===== config.mk =====
export PLATFORM = sky130hd
export DESIGN_NAME = clock_watchdog_reset_core
export DESIGN_NICKNAME = d
export VERILOG_FILES = /design/src/hw/clkwd_pkg.sv /design/src/hw/clock_watchdog_reset_core.sv
export SDC_FILE = /design/constraint.sdc
export NUM_CORES = 1
export LEC_CHECK = 0
export CAP_MARGIN = 30
export CORE_MARGIN = 2
export CORE_UTILIZATION = 31
export CTS_CLUSTER_DIAMETER = 50
export DETAILED_ROUTE_END_ITERATION = 8
export DONT_BUFFER_PORTS = 1
export GPL_TIMING_DRIVEN = 0
export PLACE_DENSITY_LB_ADDON = 0.05
export SLEW_MARGIN = 20
export SYNTH_ARGS = -nofsm -noshare
export SYNTH_HDL_FRONTEND = slang
export SYNTH_SLANG_ARGS = --single-unit
export TNS_END_PERCENT = 100

===== constraint.sdc =====
create_clock -name clock -period 3.4 [get_ports clock]
set_clock_uncertainty 0.15 [all_clocks]
set_input_delay 0.51 -clock clock [delete_from_list [all_inputs] [get_ports clock]]
set_output_delay 0.51 -clock clock [all_outputs]
set_load 0.1 [all_outputs]

===== src/hw/clkwd_pkg.sv =====
// constants, register map and carrier types of the clock, watchdog and reset core
package clkwd_pkg;

  // register byte offsets on the AHB-Lite slave
  localparam logic [7:0] OFF_CLK_SEL = 8'h00;
  localparam logic [7:0] OFF_FOSC_CTRL = 8'h04;
  localparam logic [7:0] OFF_WDT_CTRL = 8'h08;
  localparam logic [7:0] OFF_WDT_MATCH = 8'h0C;
  localparam logic [7:0] OFF_WDT_SERVICE = 8'h10;
  localparam logic [7:0] OFF_RESET_CAUSE = 8'h14;
  localparam logic [7:0] OFF_SW_RESET = 8'h18;
  localparam logic [7:0] OFF_INT_STATUS = 8'h1C;
  localparam logic [7:0] OFF_INT_MASK = 8'h20;
  localparam logic [7:0] OFF_CAL_CTRL = 8'h24;
  localparam logic [7:0] OFF_CAL_RESULT = 8'h28;
  localparam logic [7:0] OFF_DIV_BASE = 8'h40;

  localparam int NUM_DIV = 6;
  localparam logic [NUM_DIV-1:0] DIV_FRAC_MASK = 6'h30;
  localparam int FRAC_W = 5;

  // divider register fields
  localparam int DIV_INT_LSB = 0;
  localparam int DIV_FRAC_LSB = 16;
  localparam int DIV_EN_BIT = 31;

  // fast oscillator control fields
  localparam int FOSC_TRIM_LSB = 0;
  localparam int FOSC_FREQ_LSB = 8;
  localparam int FOSC_PDIV_LSB = 16;
  localparam logic [5:0] FOSC_FREQ_MIN_MHZ = 6'h18;
  localparam logic [5:0] FOSC_FREQ_MAX_MHZ = 6'h30;
  localparam logic [5:0] FOSC_FREQ_RST_MHZ = 6'h18;
  localparam logic [1:0] FOSC_PDIV_RST = 2'h0;

  // watchdog control fields
  localparam int WDT_EN_BIT = 0;
  localparam int WDT_RSTMODE_BIT = 1;
  localparam logic [15:0] WDT_MATCH_RST = 16'h0FFF;

  // reset cause and interrupt status bits
  localparam int CAUSE_WDT = 0;
  localparam int CAUSE_SW = 1;
  localparam int CAUSE_EXT = 2;
  localparam int INT_WDT = 0;
  localparam int INT_CAL = 1;
  localparam int INT_CLKSW = 2;

  // clock switch field positions
  localparam int CLKSEL_REQ_BIT = 0;
  localparam int CLKSEL_CUR_BIT = 8;
  localparam int CLKSEL_BUSY_BIT = 9;

  // timing
  localparam int CLK_PERIOD_PS = 5000;
  localparam int RESET_HOLD_NS = 100;
  localparam logic [7:0] RESET_HOLD_CYC = 8'((RESET_HOLD_NS * 1000) / CLK_PERIOD_PS);
  localparam int CLK_SWITCH_GAP_NS = 40;
  localparam logic [3:0] CLK_SWITCH_GAP_CYC =
    4'((CLK_SWITCH_GAP_NS * 1000 + CLK_PERIOD_PS - 1) / CLK_PERIOD_PS);

  typedef struct packed {
    logic en;
    logic [FRAC_W-1:0] frac;
    logic [15:0] intdiv;
  } div_cfg_s;

  typedef struct packed {
    logic valid;
    logic write;
    logic [7:0] addr;
  } ahb_req_s;

  typedef enum logic [1:0] {
    SW_IDLE = 2'b00,
    SW_GATE_OFF = 2'b01,
    SW_GATE_ON = 2'b10
  } clk_sw_e;

endpackage


===== src/hw/clock_watchdog_reset_core.sv =====
// clock dividers, glitch-free source switch, fast oscillator control, watchdog and reset cause
`timescale 1ns/1ps
`default_nettype none

// What this block does
// - Six separate dividers each divide the high-frequency clock by a 16-bit value.
// - Dividers four and five add a fractional part for fine baud-rate steps.
// - Every divider output is an enable made on the high-frequency clock, so it is synchronous.
// - A change of clock source gates the clock off, swaps, then gates on, so no runt can occur.
// - The fast oscillator setting resets to 24 MHz and software may set 24 to 48 MHz.
// - A post-divider after the fast oscillator divides by 2, 4 or 8, down to 3 MHz.
// - The trim is loaded from nonvolatile storage and software may rewrite it at run time.
// - A calibration counter measures slow-oscillator ticks in fast-clock cycles.
// - The watchdog counts ticks of the slow oscillator.
// - An unserviced watchdog raises a reset or an interrupt as configured.
// - A watchdog reset sets its bit in the reset-cause record.
// - The reset-cause record survives the system reset it describes.
// - Reset entry on rst_b is asynchronous and returns all state to defined values.
// - A software request and the external pin reset the system like any other source.
module clock_watchdog_reset_core (
  input wire logic clock,
  input wire logic rst_b,
  input wire logic hsel,
  input wire logic [31:0] haddr,
  input wire logic [1:0] htrans,
  input wire logic hwrite,
  input wire logic [2:0] hsize,
  input wire logic [31:0] hwdata,
  input wire logic hready,
  output logic [31:0] hrdata,
  output logic hreadyout,
  output logic hresp,
  input wire logic slow_internal_oscillator,
  input wire logic external_reset_pin_b,
  input wire logic [7:0] nv_trim,
  output logic [clkwd_pkg::NUM_DIV-1:0] div_clk_en,
  output logic [7:0] fast_internal_oscillator_trim,
  output logic [5:0] fast_internal_oscillator_mhz,
  output logic [1:0] fast_internal_oscillator_postdiv,
  output logic high_frequency_clock_sel,
  output logic high_frequency_clock_gate_en,
  output logic sys_rst_b,
  output logic irq
);
  import clkwd_pkg::*;

  function automatic logic hit(input logic [7:0] a, input logic [7:0] off);
    hit = (a == off);
  endfunction

  ahb_req_s req_q;
  logic wr_en;
  logic [31:0] rd_d;
  logic soft_clr;
  logic [7:0] hold_cnt_q;
  logic sys_rst_b_q;
  logic ext_s1_q, ext_s2_q;
  logic slow_s1_q, slow_s2_q, slow_s3_q;
  logic slow_tick;
  logic wdt_en_q, wdt_rstmode_q;
  logic [15:0] wdt_match_q, wdt_cnt_q;
  logic wdt_timeout, wdt_rst_evt, wdt_int_evt, sw_rst_evt, rst_req;
  logic [2:0] cause_q, cause_set;
  logic [2:0] int_status_q, int_mask_q, int_set;
  logic [7:0] trim_q;
  logic trim_load_q;
  logic [5:0] freq_q;
  logic [1:0] pdiv_q;
  logic cal_busy_q;
  logic [15:0] cal_ticks_q;
  logic [31:0] cal_fast_q, cal_result_q;
  logic cal_done_evt;
  logic clk_req_q, clk_cur_q, gate_en_q;
  logic [3:0] gap_cnt_q;
  clk_sw_e sw_state_q;
  logic clksw_done_evt;
  div_cfg_s div_cfg_q [NUM_DIV];
  logic [NUM_DIV-1:0] div_pulse_q;
  logic [5:0] freq_wr;

  // ---------------- AHB-Lite slave ----------------
  // zero wait states: every access finishes in its first data phase
  assign hreadyout = 1'b1;
  assign hresp = 1'b0;

  always_ff @(posedge clock or negedge rst_b)
  begin
    if (!rst_b)
      req_q <= '0;
    else if (hready)
      req_q <= '{valid: hsel & htrans[1], write: hwrite, addr: {haddr[7:2], 2'b00}};
  end

  assign wr_en = req_q.valid & req_q.write & ~soft_clr;

  // read data comes straight from the registers during the data phase
  always_comb
  begin
    rd_d = 32'h0000_0000;
    if (hit(req_q.addr, OFF_CLK_SEL))
    begin
      rd_d[CLKSEL_REQ_BIT] = clk_req_q;
      rd_d[CLKSEL_CUR_BIT] = clk_cur_q;
      rd_d[CLKSEL_BUSY_BIT] = (sw_state_q != SW_IDLE);
    end
    else if (hit(req_q.addr, OFF_FOSC_CTRL))
    begin
      rd_d[FOSC_TRIM_LSB +: 8] = trim_q;
      rd_d[FOSC_FREQ_LSB +: 6] = freq_q;
      rd_d[FOSC_PDIV_LSB +: 2] = pdiv_q;
    end
    else if (hit(req_q.addr, OFF_WDT_CTRL))
    begin
      rd_d[WDT_EN_BIT] = wdt_en_q;
      rd_d[WDT_RSTMODE_BIT] = wdt_rstmode_q;
    end
    else if (hit(req_q.addr, OFF_WDT_MATCH))
      rd_d[15:0] = wdt_match_q;
    else if (hit(req_q.addr, OFF_WDT_SERVICE))
      rd_d[15:0] = wdt_cnt_q;
    else if (hit(req_q.addr, OFF_RESET_CAUSE))
      rd_d[2:0] = cause_q;
    else if (hit(req_q.addr, OFF_INT_STATUS))
      rd_d[2:0] = int_status_q;
    else if (hit(req_q.addr, OFF_INT_MASK))
      rd_d[2:0] = int_mask_q;
    else if (hit(req_q.addr, OFF_CAL_CTRL))
    begin
      rd_d[15:0] = cal_ticks_q;
      rd_d[31] = cal_busy_q;
    end
    else if (hit(req_q.addr, OFF_CAL_RESULT))
      rd_d = cal_result_q;
    else
    begin
      for (int i = 0; i < NUM_DIV; i++)
      begin
        if (hit(req_q.addr, OFF_DIV_BASE + 8'(4 * i)))
        begin
          rd_d[DIV_INT_LSB +: 16] = div_cfg_q[i].intdiv;
          rd_d[DIV_FRAC_LSB +: FRAC_W] = div_cfg_q[i].frac;
          rd_d[DIV_EN_BIT] = div_cfg_q[i].en;
        end
      end
    end
  end

  assign hrdata = req_q.valid ? rd_d : 32'h0000_0000;

  // ---------------- input synchronisers ----------------
  always_ff @(posedge clock or negedge rst_b)
  begin
    if (!rst_b)
    begin
      ext_s1_q <= 1'b1;
      ext_s2_q <= 1'b1;
      slow_s1_q <= 1'b0;
      slow_s2_q <= 1'b0;
      slow_s3_q <= 1'b0;
    end
    else
    begin
      ext_s1_q <= external_reset_pin_b;
      ext_s2_q <= ext_s1_q;
      slow_s1_q <= slow_internal_oscillator;
      slow_s2_q <= slow_s1_q;
      slow_s3_q <= slow_s2_q;
    end
  end

  // one pulse per rising edge of the slow oscillator
  assign slow_tick = slow_s2_q & ~slow_s3_q;

  // ---------------- system reset sequencing ----------------
  assign sw_rst_evt = wr_en & hit(req_q.addr, OFF_SW_RESET) & hwdata[0];
  assign rst_req = wdt_rst_evt | sw_rst_evt | ~ext_s2_q;

  // the pin holds the system in reset for as long as it stays low
  always_ff @(posedge clock or negedge rst_b)
  begin
    if (!rst_b)
    begin
      hold_cnt_q <= RESET_HOLD_CYC;
      sys_rst_b_q <= 1'b0;
    end
    else
    begin
      if (rst_req)
        hold_cnt_q <= RESET_HOLD_CYC;
      else if (hold_cnt_q != 8'h00)
        hold_cnt_q <= hold_cnt_q - 8'h01;
      sys_rst_b_q <= ~rst_req & (hold_cnt_q <= 8'h01);
    end
  end

  assign soft_clr = (hold_cnt_q != 8'h00);
  assign sys_rst_b = sys_rst_b_q;

  // ---------------- reset cause record ----------------
  assign cause_set = {~ext_s2_q, sw_rst_evt, wdt_rst_evt};

  // cleared by power-on or by writing ones, never by the system reset it records
  always_ff @(posedge clock or negedge rst_b)
  begin
    if (!rst_b)
      cause_q <= 3'h0;
    else if (wr_en && hit(req_q.addr, OFF_RESET_CAUSE))
      cause_q <= (cause_q & ~hwdata[2:0]) | cause_set;
    else
      cause_q <= cause_q | cause_set;
  end

  // ---------------- watchdog ----------------
  always_ff @(posedge clock or negedge rst_b)
  begin
    if (!rst_b)
    begin
      wdt_en_q <= 1'b0;
      wdt_rstmode_q <= 1'b0;
      wdt_match_q <= WDT_MATCH_RST;
    end
    else if (soft_clr)
    begin
      wdt_en_q <= 1'b0;
      wdt_rstmode_q <= 1'b0;
      wdt_match_q <= WDT_MATCH_RST;
    end
    else if (wr_en && hit(req_q.addr, OFF_WDT_CTRL))
    begin
      wdt_en_q <= hwdata[WDT_EN_BIT];
      wdt_rstmode_q <= hwdata[WDT_RSTMODE_BIT];
    end
    else if (wr_en && hit(req_q.addr, OFF_WDT_MATCH))
      wdt_match_q <= hwdata[15:0];
  end

  assign wdt_timeout = wdt_en_q & slow_tick & (wdt_cnt_q >= wdt_match_q);
  assign wdt_rst_evt = wdt_timeout & wdt_rstmode_q;
  assign wdt_int_evt = wdt_timeout & ~wdt_rstmode_q;

  always_ff @(posedge clock or negedge rst_b)
  begin
    if (!rst_b)
      wdt_cnt_q <= 16'h0000;
    else if (soft_clr || !wdt_en_q)
      wdt_cnt_q <= 16'h0000;
    else if (wr_en && hit(req_q.addr, OFF_WDT_SERVICE))
      wdt_cnt_q <= 16'h0000;
    else if (wdt_timeout)
      wdt_cnt_q <= 16'h0000;
    else if (slow_tick)
      wdt_cnt_q <= wdt_cnt_q + 16'h0001;
  end

  // ---------------- interrupts ----------------
  assign int_set = {clksw_done_evt, cal_done_evt, wdt_int_evt};

  always_ff @(posedge clock or negedge rst_b)
  begin
    if (!rst_b)
      int_status_q <= 3'h0;
    else if (soft_clr)
      int_status_q <= 3'h0;
    else if (wr_en && hit(req_q.addr, OFF_INT_STATUS))
      int_status_q <= (int_status_q & ~hwdata[2:0]) | int_set;
    else
      int_status_q <= int_status_q | int_set;
  end

  always_ff @(posedge clock or negedge rst_b)
  begin
    if (!rst_b)
      int_mask_q <= 3'h0;
    else if (soft_clr)
      int_mask_q <= 3'h0;
    else if (wr_en && hit(req_q.addr, OFF_INT_MASK))
      int_mask_q <= hwdata[2:0];
  end

  always_ff @(posedge clock or negedge rst_b)
  begin
    if (!rst_b)
      irq <= 1'b0;
    else
      irq <= |(int_status_q & int_mask_q);
  end

  // ---------------- fast oscillator control ----------------
  always_comb
  begin
    freq_wr = hwdata[FOSC_FREQ_LSB +: 6];
    if (freq_wr < FOSC_FREQ_MIN_MHZ)
      freq_wr = FOSC_FREQ_MIN_MHZ;
    else if (freq_wr > FOSC_FREQ_MAX_MHZ)
      freq_wr = FOSC_FREQ_MAX_MHZ;
  end

  // trim comes from the nonvolatile loader one edge after any reset
  always_ff @(posedge clock or negedge rst_b)
  begin
    if (!rst_b)
      trim_load_q <= 1'b1;
    else
      trim_load_q <= soft_clr;
  end

  always_ff @(posedge clock or negedge rst_b)
  begin
    if (!rst_b)
    begin
      trim_q <= 8'h00;
      freq_q <= FOSC_FREQ_RST_MHZ;
      pdiv_q <= FOSC_PDIV_RST;
    end
    else if (trim_load_q || soft_clr)
    begin
      trim_q <= nv_trim;
      freq_q <= FOSC_FREQ_RST_MHZ;
      pdiv_q <= FOSC_PDIV_RST;
    end
    else if (wr_en && hit(req_q.addr, OFF_FOSC_CTRL))
    begin
      trim_q <= hwdata[FOSC_TRIM_LSB +: 8];
      freq_q <= freq_wr;
      pdiv_q <= hwdata[FOSC_PDIV_LSB +: 2];
    end
  end

  assign fast_internal_oscillator_trim = trim_q;
  assign fast_internal_oscillator_mhz = freq_q;
  assign fast_internal_oscillator_postdiv = pdiv_q;

  // ---------------- slow oscillator calibration ----------------
  assign cal_done_evt = cal_busy_q & slow_tick & (cal_ticks_q == 16'h0001);

  always_ff @(posedge clock or negedge rst_b)
  begin
    if (!rst_b)
    begin
      cal_busy_q <= 1'b0;
      cal_ticks_q <= 16'h0000;
      cal_fast_q <= 32'h0000_0000;
      cal_result_q <= 32'h0000_0000;
    end
    else if (soft_clr)
    begin
      cal_busy_q <= 1'b0;
      cal_ticks_q <= 16'h0000;
      cal_fast_q <= 32'h0000_0000;
    end
    else if (wr_en && hit(req_q.addr, OFF_CAL_CTRL))
    begin
      cal_busy_q <= (hwdata[15:0] != 16'h0000);
      cal_ticks_q <= hwdata[15:0];
      cal_fast_q <= 32'h0000_0000;
    end
    else if (cal_busy_q)
    begin
      // measures from the write to the Nth slow edge; first interval is partial
      cal_fast_q <= cal_fast_q + 32'h0000_0001;
      if (slow_tick)
        cal_ticks_q <= cal_ticks_q - 16'h0001;
      if (cal_done_evt)
      begin
        cal_busy_q <= 1'b0;
        cal_result_q <= cal_fast_q + 32'h0000_0001;
      end
    end
  end

  // ---------------- glitch-free source switch ----------------
  always_ff @(posedge clock or negedge rst_b)
  begin
    if (!rst_b)
      clk_req_q <= 1'b0;
    else if (soft_clr)
      clk_req_q <= 1'b0;
    else if (wr_en && hit(req_q.addr, OFF_CLK_SEL))
      clk_req_q <= hwdata[CLKSEL_REQ_BIT];
  end

  // select only moves while the gate is shut, for a full quiet gap each side
  always_ff @(posedge clock or negedge rst_b)
  begin
    if (!rst_b)
    begin
      sw_state_q <= SW_IDLE;
      clk_cur_q <= 1'b0;
      gate_en_q <= 1'b1;
      gap_cnt_q <= 4'h0;
    end
    else
    begin
      unique case (sw_state_q)
        SW_IDLE:
        begin
          if (clk_req_q != clk_cur_q)
          begin
            gate_en_q <= 1'b0;
            gap_cnt_q <= CLK_SWITCH_GAP_CYC;
            sw_state_q <= SW_GATE_OFF;
          end
        end
        SW_GATE_OFF:
        begin
          if (gap_cnt_q == 4'h0)
          begin
            clk_cur_q <= clk_req_q;
            gap_cnt_q <= CLK_SWITCH_GAP_CYC;
            sw_state_q <= SW_GATE_ON;
          end
          else
            gap_cnt_q <= gap_cnt_q - 4'h1;
        end
        SW_GATE_ON:
        begin
          if (gap_cnt_q == 4'h0)
          begin
            gate_en_q <= 1'b1;
            sw_state_q <= SW_IDLE;
          end
          else
            gap_cnt_q <= gap_cnt_q - 4'h1;
        end
        default:
          sw_state_q <= SW_IDLE;
      endcase
    end
  end

  assign clksw_done_evt = (sw_state_q == SW_GATE_ON) & (gap_cnt_q == 4'h0);
  assign high_frequency_clock_sel = clk_cur_q;
  assign high_frequency_clock_gate_en = gate_en_q;

  // ---------------- peripheral clock dividers ----------------
  generate
    for (genvar g = 0; g < NUM_DIV; g++)
    begin : g_div
      logic [15:0] cnt_q;
      logic [FRAC_W-1:0] acc_q;
      logic [FRAC_W:0] acc_sum;
      logic carry;

      assign acc_sum = {1'b0, acc_q} + {1'b0, div_cfg_q[g].frac};
      assign carry = DIV_FRAC_MASK[g] & acc_sum[FRAC_W];

      always_ff @(posedge clock or negedge rst_b)
      begin
        if (!rst_b)
          div_cfg_q[g] <= '0;
        else if (soft_clr)
          div_cfg_q[g] <= '0;
        else if (wr_en && hit(req_q.addr, OFF_DIV_BASE + 8'(4 * g)))
        begin
          div_cfg_q[g].intdiv <= hwdata[DIV_INT_LSB +: 16];
          div_cfg_q[g].frac <= DIV_FRAC_MASK[g] ? hwdata[DIV_FRAC_LSB +: FRAC_W] : '0;
          div_cfg_q[g].en <= hwdata[DIV_EN_BIT];
        end
      end

      // period is intdiv+1 cycles, one more whenever the fraction overflows
      always_ff @(posedge clock or negedge rst_b)
      begin
        if (!rst_b)
        begin
          cnt_q <= 16'h0000;
          acc_q <= '0;
          div_pulse_q[g] <= 1'b0;
        end
        else if (!div_cfg_q[g].en || soft_clr)
        begin
          // stop at once on system reset, not one edge later with the config
          cnt_q <= 16'h0000;
          acc_q <= '0;
          div_pulse_q[g] <= 1'b0;
        end
        else if (cnt_q == 16'h0000)
        begin
          div_pulse_q[g] <= 1'b1;
          cnt_q <= div_cfg_q[g].intdiv + {15'h0000, carry};
          if (DIV_FRAC_MASK[g])
            acc_q <= acc_sum[FRAC_W-1:0];
        end
        else
        begin
          div_pulse_q[g] <= 1'b0;
          cnt_q <= cnt_q - 16'h0001;
        end
      end
    end
  endgenerate

  assign div_clk_en = div_pulse_q;

endmodule

`default_nettype wire


Word-level counts from Yosys, hierarchy flattened
Index checks and enable logic that the tools add are counted.
Cells by class
  add/subtract/negate cells: 15
  order comparisons: 4
  equal/unequal tests: 25
  multiplexer cells: 151
  bitwise gates (word level): 30
  reduce and logical (&&, ||, !) cells: 69
Operator list (count)
  $mux 16: 36
  $mux 21: 16
  $mux 22: 13
  $mux 29: 8
  $mux 32: 4
  $sub 16x1->16 const B: 7
  $logic_not 16->1: 6
  $eq 6x5->1 const B: 6
  $mux 1: 33
  $add 16x1->16: 2
  $add 32x1->32 const B: 1
  $mux 8: 4
  $reduce_bool 2->1: 16
  $mux 30: 1
  $mux 14: 2
  $eq 6x3->1 const B: 4
  $mux 3: 8
  $mux 6: 4
  $mux 5: 4
  $eq 6x4->1 const B: 3
  $mux 2: 9
  $add 16x1->16 const B: 1
  $eq 16x1->1 const B: 1
  $ge 16x16->1: 1
  39 further kinds: 104
Storage, ports and cells
  register bits: 417
  bits of input ports: 84
  output and inout port bits: 60
  logic and storage cells: 357

Depth between registers and ports, before layout
Gate-level depths: netlist of the first run.
  word-level depth: 40
  gate-level depth with buffers: 13
  gate-level depth less buffers: 13

Least setup slack after synthesis of the first run
Ideal clock, no wire load.
  path type: register -> output
  start point: register req_q[5] (netlist name)
  end point: output port hrdata[14]
  arrival time: 4.044 ns
  required time: 2.740 ns
  path slack: -1.304 ns
  cell stages (with the launch flop): 7
  path buffers: 2
  cell sequence: dfrtp_1 -> or4b_1 -> clkbuf_1 -> nor2_1 -> buf_2 -> nand2_1 -> a221oi_1
On the way
  longest elaborated chain between the ends: 40
  elaborated cells on any way between the ends: 55
  those cells by class: eq/ne: 15; mux: 39; reduce/logical: 1
RTL lines
  from (decl): RTL line clock_watchdog_reset_core.sv:51  | ahb_req_s req_q;
  from (signal assigned): RTL line clock_watchdog_reset_core.sv:91  | req_q <= '{valid: hsel & htrans[1], write: hwrite, addr: {haddr[7:2], 2'b00}};
  $eq 6x5->1: RTL line clock_watchdog_reset_core.sv:48  | hit = (a == off);
  $mux 21 (6 in a row): RTL line clock_watchdog_reset_core.sv:138  | if (hit(req_q.addr, OFF_DIV_BASE + 8'(4 * i)))
  $mux 21: RTL line clock_watchdog_reset_core.sv:132  | else if (hit(req_q.addr, OFF_CAL_RESULT))
  $mux 21: RTL line clock_watchdog_reset_core.sv:127  | else if (hit(req_q.addr, OFF_CAL_CTRL))
  $mux 21: RTL line clock_watchdog_reset_core.sv:125  | else if (hit(req_q.addr, OFF_INT_MASK))
  $mux 21: RTL line clock_watchdog_reset_core.sv:123  | else if (hit(req_q.addr, OFF_INT_STATUS))
  $mux 21: RTL line clock_watchdog_reset_core.sv:121  | else if (hit(req_q.addr, OFF_RESET_CAUSE))
  $mux 21: RTL line clock_watchdog_reset_core.sv:119  | else if (hit(req_q.addr, OFF_WDT_SERVICE))
  [19 not listed]
  $mux 29: RTL line clock_watchdog_reset_core.sv:106  | else if (hit(req_q.addr, OFF_FOSC_CTRL))
  $mux 29: RTL line clock_watchdog_reset_core.sv:100  | if (hit(req_q.addr, OFF_CLK_SEL))
  $mux 16: RTL line clock_watchdog_reset_core.sv:119
  $mux 16: RTL line clock_watchdog_reset_core.sv:117  | else if (hit(req_q.addr, OFF_WDT_MATCH))
  $mux 30: RTL line clock_watchdog_reset_core.sv:112  | else if (hit(req_q.addr, OFF_WDT_CTRL))
  $mux 2: RTL line clock_watchdog_reset_core.sv:106
  $mux 22 (*): RTL line clock_watchdog_reset_core.sv:100
  $mux 32 (*): RTL line clock_watchdog_reset_core.sv:148  | assign hrdata = req_q.valid ? rd_d : 32'h0000_0000;
  to (decl): RTL line clock_watchdog_reset_core.sv:30  | output logic [31:0] hrdata,
Every way passes the cells marked *; elsewhere a longest branch is shown, timed or not. The select of a mux whose other input is x is not followed.

Final worst setup path of the first run
  start point: register req_q[6] (netlist name)
  end point: output port hrdata[15]
Same word-level chain as after synthesis.

==> flow_summary_export.csv, run 1 <==
group,metric,value,unit
cts,ctsHoldBuffers,30,
timing,achievable-frequency,251,MHz
synthesis,cell_taking_the_most_area_after_synthesis,"dfrtp_1",
synthesis,synth_top_cell_area_share,42.6,%
floorplanning,die_area,73600,um2
cells_and_area,area_delta_synth_final,27.6,%
grt,grt_antenna_before_repair,7,
drt,route.vias.total,19500,
placed_design,portBuffers,0,
synthesis,synthFlopType,"dfrtp_1",
synthesis,yosys_warnings,0,
setup_path,r2r.worst_path.cells,8,
timing,worst_hold_slack,-0.541,ns
cts,clkTransAtPathRegs,0.05,ns
job,maxCapViolations,0,
synthesis,post_synth.cell_area_avg,9.02,um2
setup_path,cp-start-kind,"register",
setup_path,endpoint_kind,"output pin",
drt,dr.pass1.iters,6,
synthesis,yosysSeqAreaShare,44.9,%
grt,maximum_number_of_pins_on_one_net_before_global_route_repair,398,
grt,first_global_vias,19400,
drt,routed_wirelength,85900,um
synthesis,syn-instance-count,2457,
synthesis,edff_count_synth,0,
synthesis,netlist_area,22200,um2
pwr,power_per_cell_area,488,nW/um2
pwr,power,13.8,mW
timing,fin_tns_setup,-7.83,ns
timing,report.final.hold_viol_count,397,
cells_and_area,final_layout_size_suffix_gt1_share,18.7,%
setup_path,critical_path.reg2reg.endpoint,"wdt_cnt_q[7]",
drt,drc,0,
setup_path,r2r-start,"hold_cnt_q[5]",
floorplanning,area_of_the_core,71100,um2
synthesis,synth_most_common_cell,"nand2_1",
placed_design,detailedPlace.worstSlack,-0.595,ns
placed_design,placer_s_final_routability_congestion_estimate,0.936,
status,status,"finished with violations",
setup_path,timing.reg2reg.setup_slack,0.20,ns
floorplanning,row_count,98,
setup_path,cp_data_arrival_time,3.33,ns
setup_path,criticalPathCategory,"register to output pin",
drt,final_antenna_net_count,0,
cts,clock_sinks,397,
cells_and_area,layout.nets,2796,
setup_path,cp_max_fo,7,
pwr,leakage,12.1,nW
synthesis,netlist-cell-type-count,89,
hold_path,min-delay-path-class,"input port to asynchronous set/reset pin",
floorplanning,floorplan.initialDensity,31.2,%
timing,setup_repair_after_global_routing_missed_its_margin,"true",
floorplanning,floorplan_die_width,271,um
timing,finalCritPeriodShare,117,%
floorplanning,die-height,271,um
grt,globalRouteTotalUtil,23.3,%
pwr,vdd.ir_drop.worst,0.380,mV
cells_and_area,finalCoreUtilization,39.8,%
cts,ctsHtreeMaxLevel,3,
cts,clock_buffers_created_by_tritoncts,76,
cells_and_area,final.fill_count,7152,
timing,final.min_clock_period,3.99,ns
setup_path,worstPathRequired,2.74,ns
floorplanning,ios,144,
placed_design,dp.final_hpwl,61300,um
grt,global_route.overflow_total,0,
drt,drt_iter0_markers,1722,
status,violated_checks,"negative hold slack, negative setup slack",
cts,cts_tree,"built",
grt,grt_pass1_wl,130000,um
synthesis,post_synthesis_register_bit_count,397,
timing,max_slew_margin,30.3,%
drt,wire_per_inst,23.4,um
timing,timing.final.max_slew_violations,0,
cts,cts.root.buffer_cell,"clkbuf_16",
synthesis,synth_nets,2597,
synthesis,synth.top_cells.by_count,"392 x nand2_1, 377 x dfrtp_1, 286 x nor2_1, 154 x o21ai_0, 121 x a21oi_1",
timing,finalSetupViolCount,21,
timing,postLayoutSetupSlackWorst,-0.588,ns
timing,timing_worst_slew_pin_value,1.05,ns
synthesis,yosys-top-cells-area,"dfrtp_1 43%, nand2_1 6.6%, nor2_1 4.8%",
cts,cts_max_path_buffers,3,
cts,clkLatencyLatePin,0.63,ns
drt,post_drt_via_cell_ratio,5.31,
synthesis,async_reset_ff_share,100,%
cells in the final DEF, fill, tap and decap left out, types with 50 or more instances in the layout:
cell type | synthesis | layout
nor2_1 | 286 | 274
inv_1 | 56 | 56
nand3_1 | 57 | 51
o21ai_0 | 154 | 150
nand2_1 | 392 | 388
xnor2_1 | 101 | 101
a211oi_1 | 94 | 93
buf_4 | 19 | 74
a21oi_1 | 121 | 115
clkbuf_16 | 0 | 93
clkbuf_1 | 76 | 64
ha_1 | 54 | 54
xor2_1 | 78 | 78
dfrtp_1 | 377 | 373
buf_2 | 57 | 50
report_power, final:
part | internal [mW] | total, mW | switching (mW)
registers | 4.79 | 4.90 | 0.111
logic | 0.381 | 1.02 | 0.638
clock network | 5.00 | 7.89 | 2.89
worst max-delay path, cell delays in order, from the launching register on:
cell and delay (ns):
dfrtp_1 0.42, buf_6 0.15, or4b_4 0.58, nor2_4 0.14
a22oi_1 0.11, nand3_2 0.09, o211ai_1 0.20, a221oi_4 1.00
what timing repair did:
item,4_1_cts,5_1_grt
pin swaps,39,48
buffers inserted,28,42
setup endpoints to repair,32,58
resized for setup,135,69
cloned,2,1
hold endpoints to repair,438,397
worst max path at each step:
stage | start | endpoint | slack (ns) | depth (start not counted)
after floorplan | req_q[5] | hrdata[14] | -0.37 | 6
after detailed placement | req_q[5] | hrdata[15] | -0.59 | 6
after global placement | req_q[7] | hrdata[15] | -1.04 | 6
after global routing | req_q[6] | hrdata[14] | -0.65 | 8
final | req_q[6] | hrdata[15] | -0.59 | 7
after CTS | req_q[7] | hrdata[14] | -0.69 | 8
metal layers:
metal	vias to the layer above	share of wire (%)	GRT usage, %
li1	9087	-	-
met1	9702	47	33.0
met2	518	45	35.6
met3	167	4.8	3.88
met4	12	3.7	8.65
met5	-	0.082	0
through the flow:
step	hold slack, ns	cell area (um2)	instances
6_report	-0.541	28300	3671
5_1_grt	-0.563	28300	3670
4_1_cts	-0.557	27800	3634
3_5_place_dp	0.101	24200	3434
3_3_place_gp	0.102	23500	3407
2_1_floorplan	0.0644	22300	2457
final cells by class:
type	count	area, um2	area share [%]
inverter	56	210	0.743
tap	950	1190	4.20
antenna	1	2.50	0.00885
clock inverter	51	626	2.21
buffer	158	950	3.36
multi-input combinational	1842	11800	41.9
timing repair buffer	125	1450	5.14
sequential	397	9960	35.2
clock buffer	91	2050	7.25
state kept, by name, summed over array words and instances, names as in the netlist, 8 cells and up:
name / cells
cal_fast_q: 32
cal_result_q: 32
cal_ticks_q: 16
div_cfg_q: 112
fast_internal_oscillator_trim: 8
g_div.acc_q: 10
g_div.cnt_q: 96
hold_cnt_q: 8
req_q: 8
wdt_cnt_q: 16
wdt_match_q: 16
kinds of logic after synthesis:
logic type               Yosys count  share of synthesized area (%)
AO/OA/AOI/OAI                    555                           16.1
XOR/XNOR                         179                           7.07
adder cells (fa/ha/maj)           56                           3.23
buffers and inverters            218                           4.58
flip-flops                       397                           44.9
multiplexers                      49                           3.10
other                              2                         0.0339
AND/OR/NAND/NOR                 1001                           20.9
Note: power is estimated with default switching activity, not from simulation.
==> run 2: changes to the inputs <==
--- a/config.mk
+++ b/config.mk
@@ -5,7 +5,7 @@
 export SDC_FILE = /design/constraint.sdc
 export NUM_CORES = 1
 export LEC_CHECK = 0
-export CAP_MARGIN = 30
+export CAP_MARGIN = 5
 export CORE_MARGIN = 2
 export CORE_UTILIZATION = 31
 export CTS_CLUSTER_DIAMETER = 50
==> constraint.sdc (replaced) <==
create_clock -name clock -period 4.05 [get_ports clock]
set_clock_uncertainty 0.15 [all_clocks]
set_input_delay 0.6075 -clock clock [delete_from_list [all_inputs] [get_ports clock]]
set_output_delay 0.6075 -clock clock [all_outputs]
set_load 0.1 [all_outputs]
==> flow_summary_export.csv, run 2 (synthesized netlist as in run 1, its figures left out) <==
group,metric,value,unit
timing,max_slew_margin,-7.68,%
pwr,power.share.sequential,37.5,%
setup_path,criticalPathCategory,"register to output pin",
placed_design,detailedPlace.worstSlack,-0.159,ns
hold_path,min-delay-path-class,"input port to asynchronous set/reset pin",
pwr,leakage,11.3,nW
cells_and_area,layout.nets,2715,
timing,fin_tns_setup,-2.76,ns
timing,setup_repair_after_global_routing_missed_its_margin,"true",
cells_and_area,design_area,26700,um2
timing,postLayoutSetupSlackWorst,-0.261,ns
timing,finalSetupViolCount,12,
cts,clock_buffers_created_by_tritoncts,68,
cells_and_area,final_layout_size_suffix_gt1_share,15.1,%
pwr,netSwitchingPower,2.84,mW
timing,achievable-frequency,232,MHz
pwr,cell_internal_pwr,8.14,mW
grt,global_route.overflow_total,0,
setup_path,worstPathRequired,3.29,ns
cells_and_area,final.fill_count,7216,
placed_design,placer_s_final_routability_congestion_estimate,0.929,
timing,timing_worst_slew_pin_value,1.62,ns
drt,routed_wirelength,84400,um
drt,post_drt_via_cell_ratio,5.37,
cells_and_area,area_delta_synth_final,20.7,%
timing,worst_hold_slack,-0.440,ns
drt,dr.pass1.iters,6,
cells_and_area,layout.cells.most_common_list,"389 x nand2_1, 375 x dfrtp_1, 277 x nor2_1, 154 x o21ai_0, 117 x a21oi_1",
pwr,power_per_cell_area,411,nW/um2
cells_and_area,top_register,"div_cfg_q",
setup_path,cp_max_fo,5,
setup_path,cpPeakStageDelay,0.94,ns
grt,grt_antenna_before_repair,6,
cts,clock_sinks,397,
timing,report.final.hold_viol_count,377,
cells_and_area,sequential_cell_area,9960,um2
grt,globalRouteTotalUtil,22.9,%
placed_design,placed_cell_area,23600,um2
status,status,"finished with violations",
status,violated_checks,"negative hold slack, max-slew violations, negative setup slack",
cells_and_area,layout.cells.most_common,"nand2_1",
floorplanning,die-height,271,um
floorplanning,die_area,73600,um2
grt,maximum_number_of_pins_on_one_net_before_global_route_repair,398,
pwr,vdd.ir_drop.worst,0.281,mV
drt,wire_per_inst,23.6,um
cts,clkLatencyLatePin,0.62,ns
drt,drt_iter0_markers,1681,
floorplanning,area_of_the_core,71100,um2
pwr,clock_power_share,55.6,%
cts,clkTransAtPathRegs,0.05,ns
cells_and_area,reg.largest.list,"div_cfg_q x112, g_div.cnt_q x96",
pwr,p_comb_share,7.0,%
floorplanning,floorplan.initialDensity,31.2,%
setup_path,cp_data_arrival_time,3.55,ns
floorplanning,ios,144,
floorplanning,row_count,98,
grt,first_global_vias,19100,
setup_path,timing.critical_path.mode_cell,"buf_6",
pwr,switching_share,25.8,%
setup_path,crit_chain,"buf_6, or3b_4, a21oi_2, o21ba_4, buf_6, a221oi_1, or4_4, a211oi_4",
cts,cts.root.buffer_cell,"clkbuf_16",
setup_path,path_buf_inv,2,
cells_and_area,largest_register_ff_count,112,
setup_path,endpoint_kind,"output pin",
cts,cts_tree,"built",
cells_and_area,multi_input_comb_area,11700,um2
placed_design,portBuffers,0,
floorplanning,floorplan_die_width,271,um
job,maxCapViolations,0,
grt,grt_pass1_wl,128000,um
setup_path,crit_path_top_delay_cell,"a211oi_4",
timing,final.min_clock_period,4.31,ns
setup_path,cp-start-kind,"register",
cts,ctsHtreeMaxLevel,3,
setup_path,critical_path.top_delay_family,"compound AO/OA/AOI/OAI gates",
placed_design,dp.final_hpwl,61000,um
cts,cts_max_path_buffers,3,
timing,finalCritPeriodShare,106,%
timing,timing.final.max_slew_violations,169,
cts,ctsHoldBuffers,24,
drt,drc,0,
drt,route.vias.total,19200,
drt,final_antenna_net_count,0,
-- run 2: what timing repair did --
item	4_1_cts	5_1_grt
resized for setup	78	31
setup endpoints to repair	32	29
hold endpoints to repair	432	381
pin swaps	31	20
gates cloned	2	1
buffers inserted	11	13
-- run 2: power groups by stage --
| stage | logic [mW] | clock network [mW] | registers (mW) |
|---|---|---|---|
| final | 0.763 | 6.10 | 4.11 |
| after CTS | 0.740 | 6.23 | 4.11 |
| after detailed placement | 0.670 | 0 | 4.18 |
| after global routing | 0.827 | 6.40 | 4.12 |
| after global placement | 0.651 | 0 | 4.18 |
| after floorplan | 0.437 | 0 | 4.16 |
-- run 2: per-stage QoR --
stage | util (%) | std cells | total power [mW]
floorplan | - | 2457 | 4.60
global placement | 32.9 | 3407 | 4.83
detailed placement | 33.1 | 3409 | 4.85
CTS | 37.3 | 3562 | 11.1
global route | 37.6 | 3576 | 11.3
finish | 37.6 | 3577 | 11.0
-- run 2: worst paths after layout --
kind / start / endpoint / slack [ns] / depth (start not counted)
worst min-delay path: rst_b / div_clk_en[0] / -0.44 / 0
max in group asynchronous: rst_b / high_frequency_clock_sel / 2.80 / 0
worst max register to register: hold_cnt_q[0] / div_cfg_q[14] / 0.62 / 8
worst min register to register: ext_s1_q / ext_s2_q / 0.20 / 0
worst max-delay path: req_q[6] / hrdata[12] / -0.26 / 8
min in group clock: hwdata[1] / cause_q[1] / 0.04 / 2
-- run 2: cell type report --
class	count	area share, %
multi-input cells	1843	43.6
well taps	950	4.44
diodes	2	0.0187
inverters	56	0.786
clock inverters	33	1.89
repair buffers	52	1.84
plain buffers	157	3.21
flip-flops and latches	397	37.2
clock buffers	87	6.97
-- run 2: worst reg2reg max path: cells and delay by family (launching register included) --
family | cells | cell delay [ns]
simple gates | 4 | 1.80
flops | 1 | 0.40
compound gates | 1 | 0.12
fa+ha+maj | 1 | 0.22
buf+inv | 2 | 0.64
-- run 2: layer usage --
| metal | vias up | track usage, % | part of all wire [%] | wire (um) |
|---|---|---|---|---|
| met5 | - | 0 | 0.039 | 33 |
| met4 | 6 | 6.65 | 3.1 | 2630 |
| met2 | 503 | 36.3 | 45 | 38400 |
| li1 | 8919 | - | - | - |
| met3 | 139 | 4.11 | 5.4 | 4550 |
| met1 | 9642 | 32.0 | 46 | 38800 |
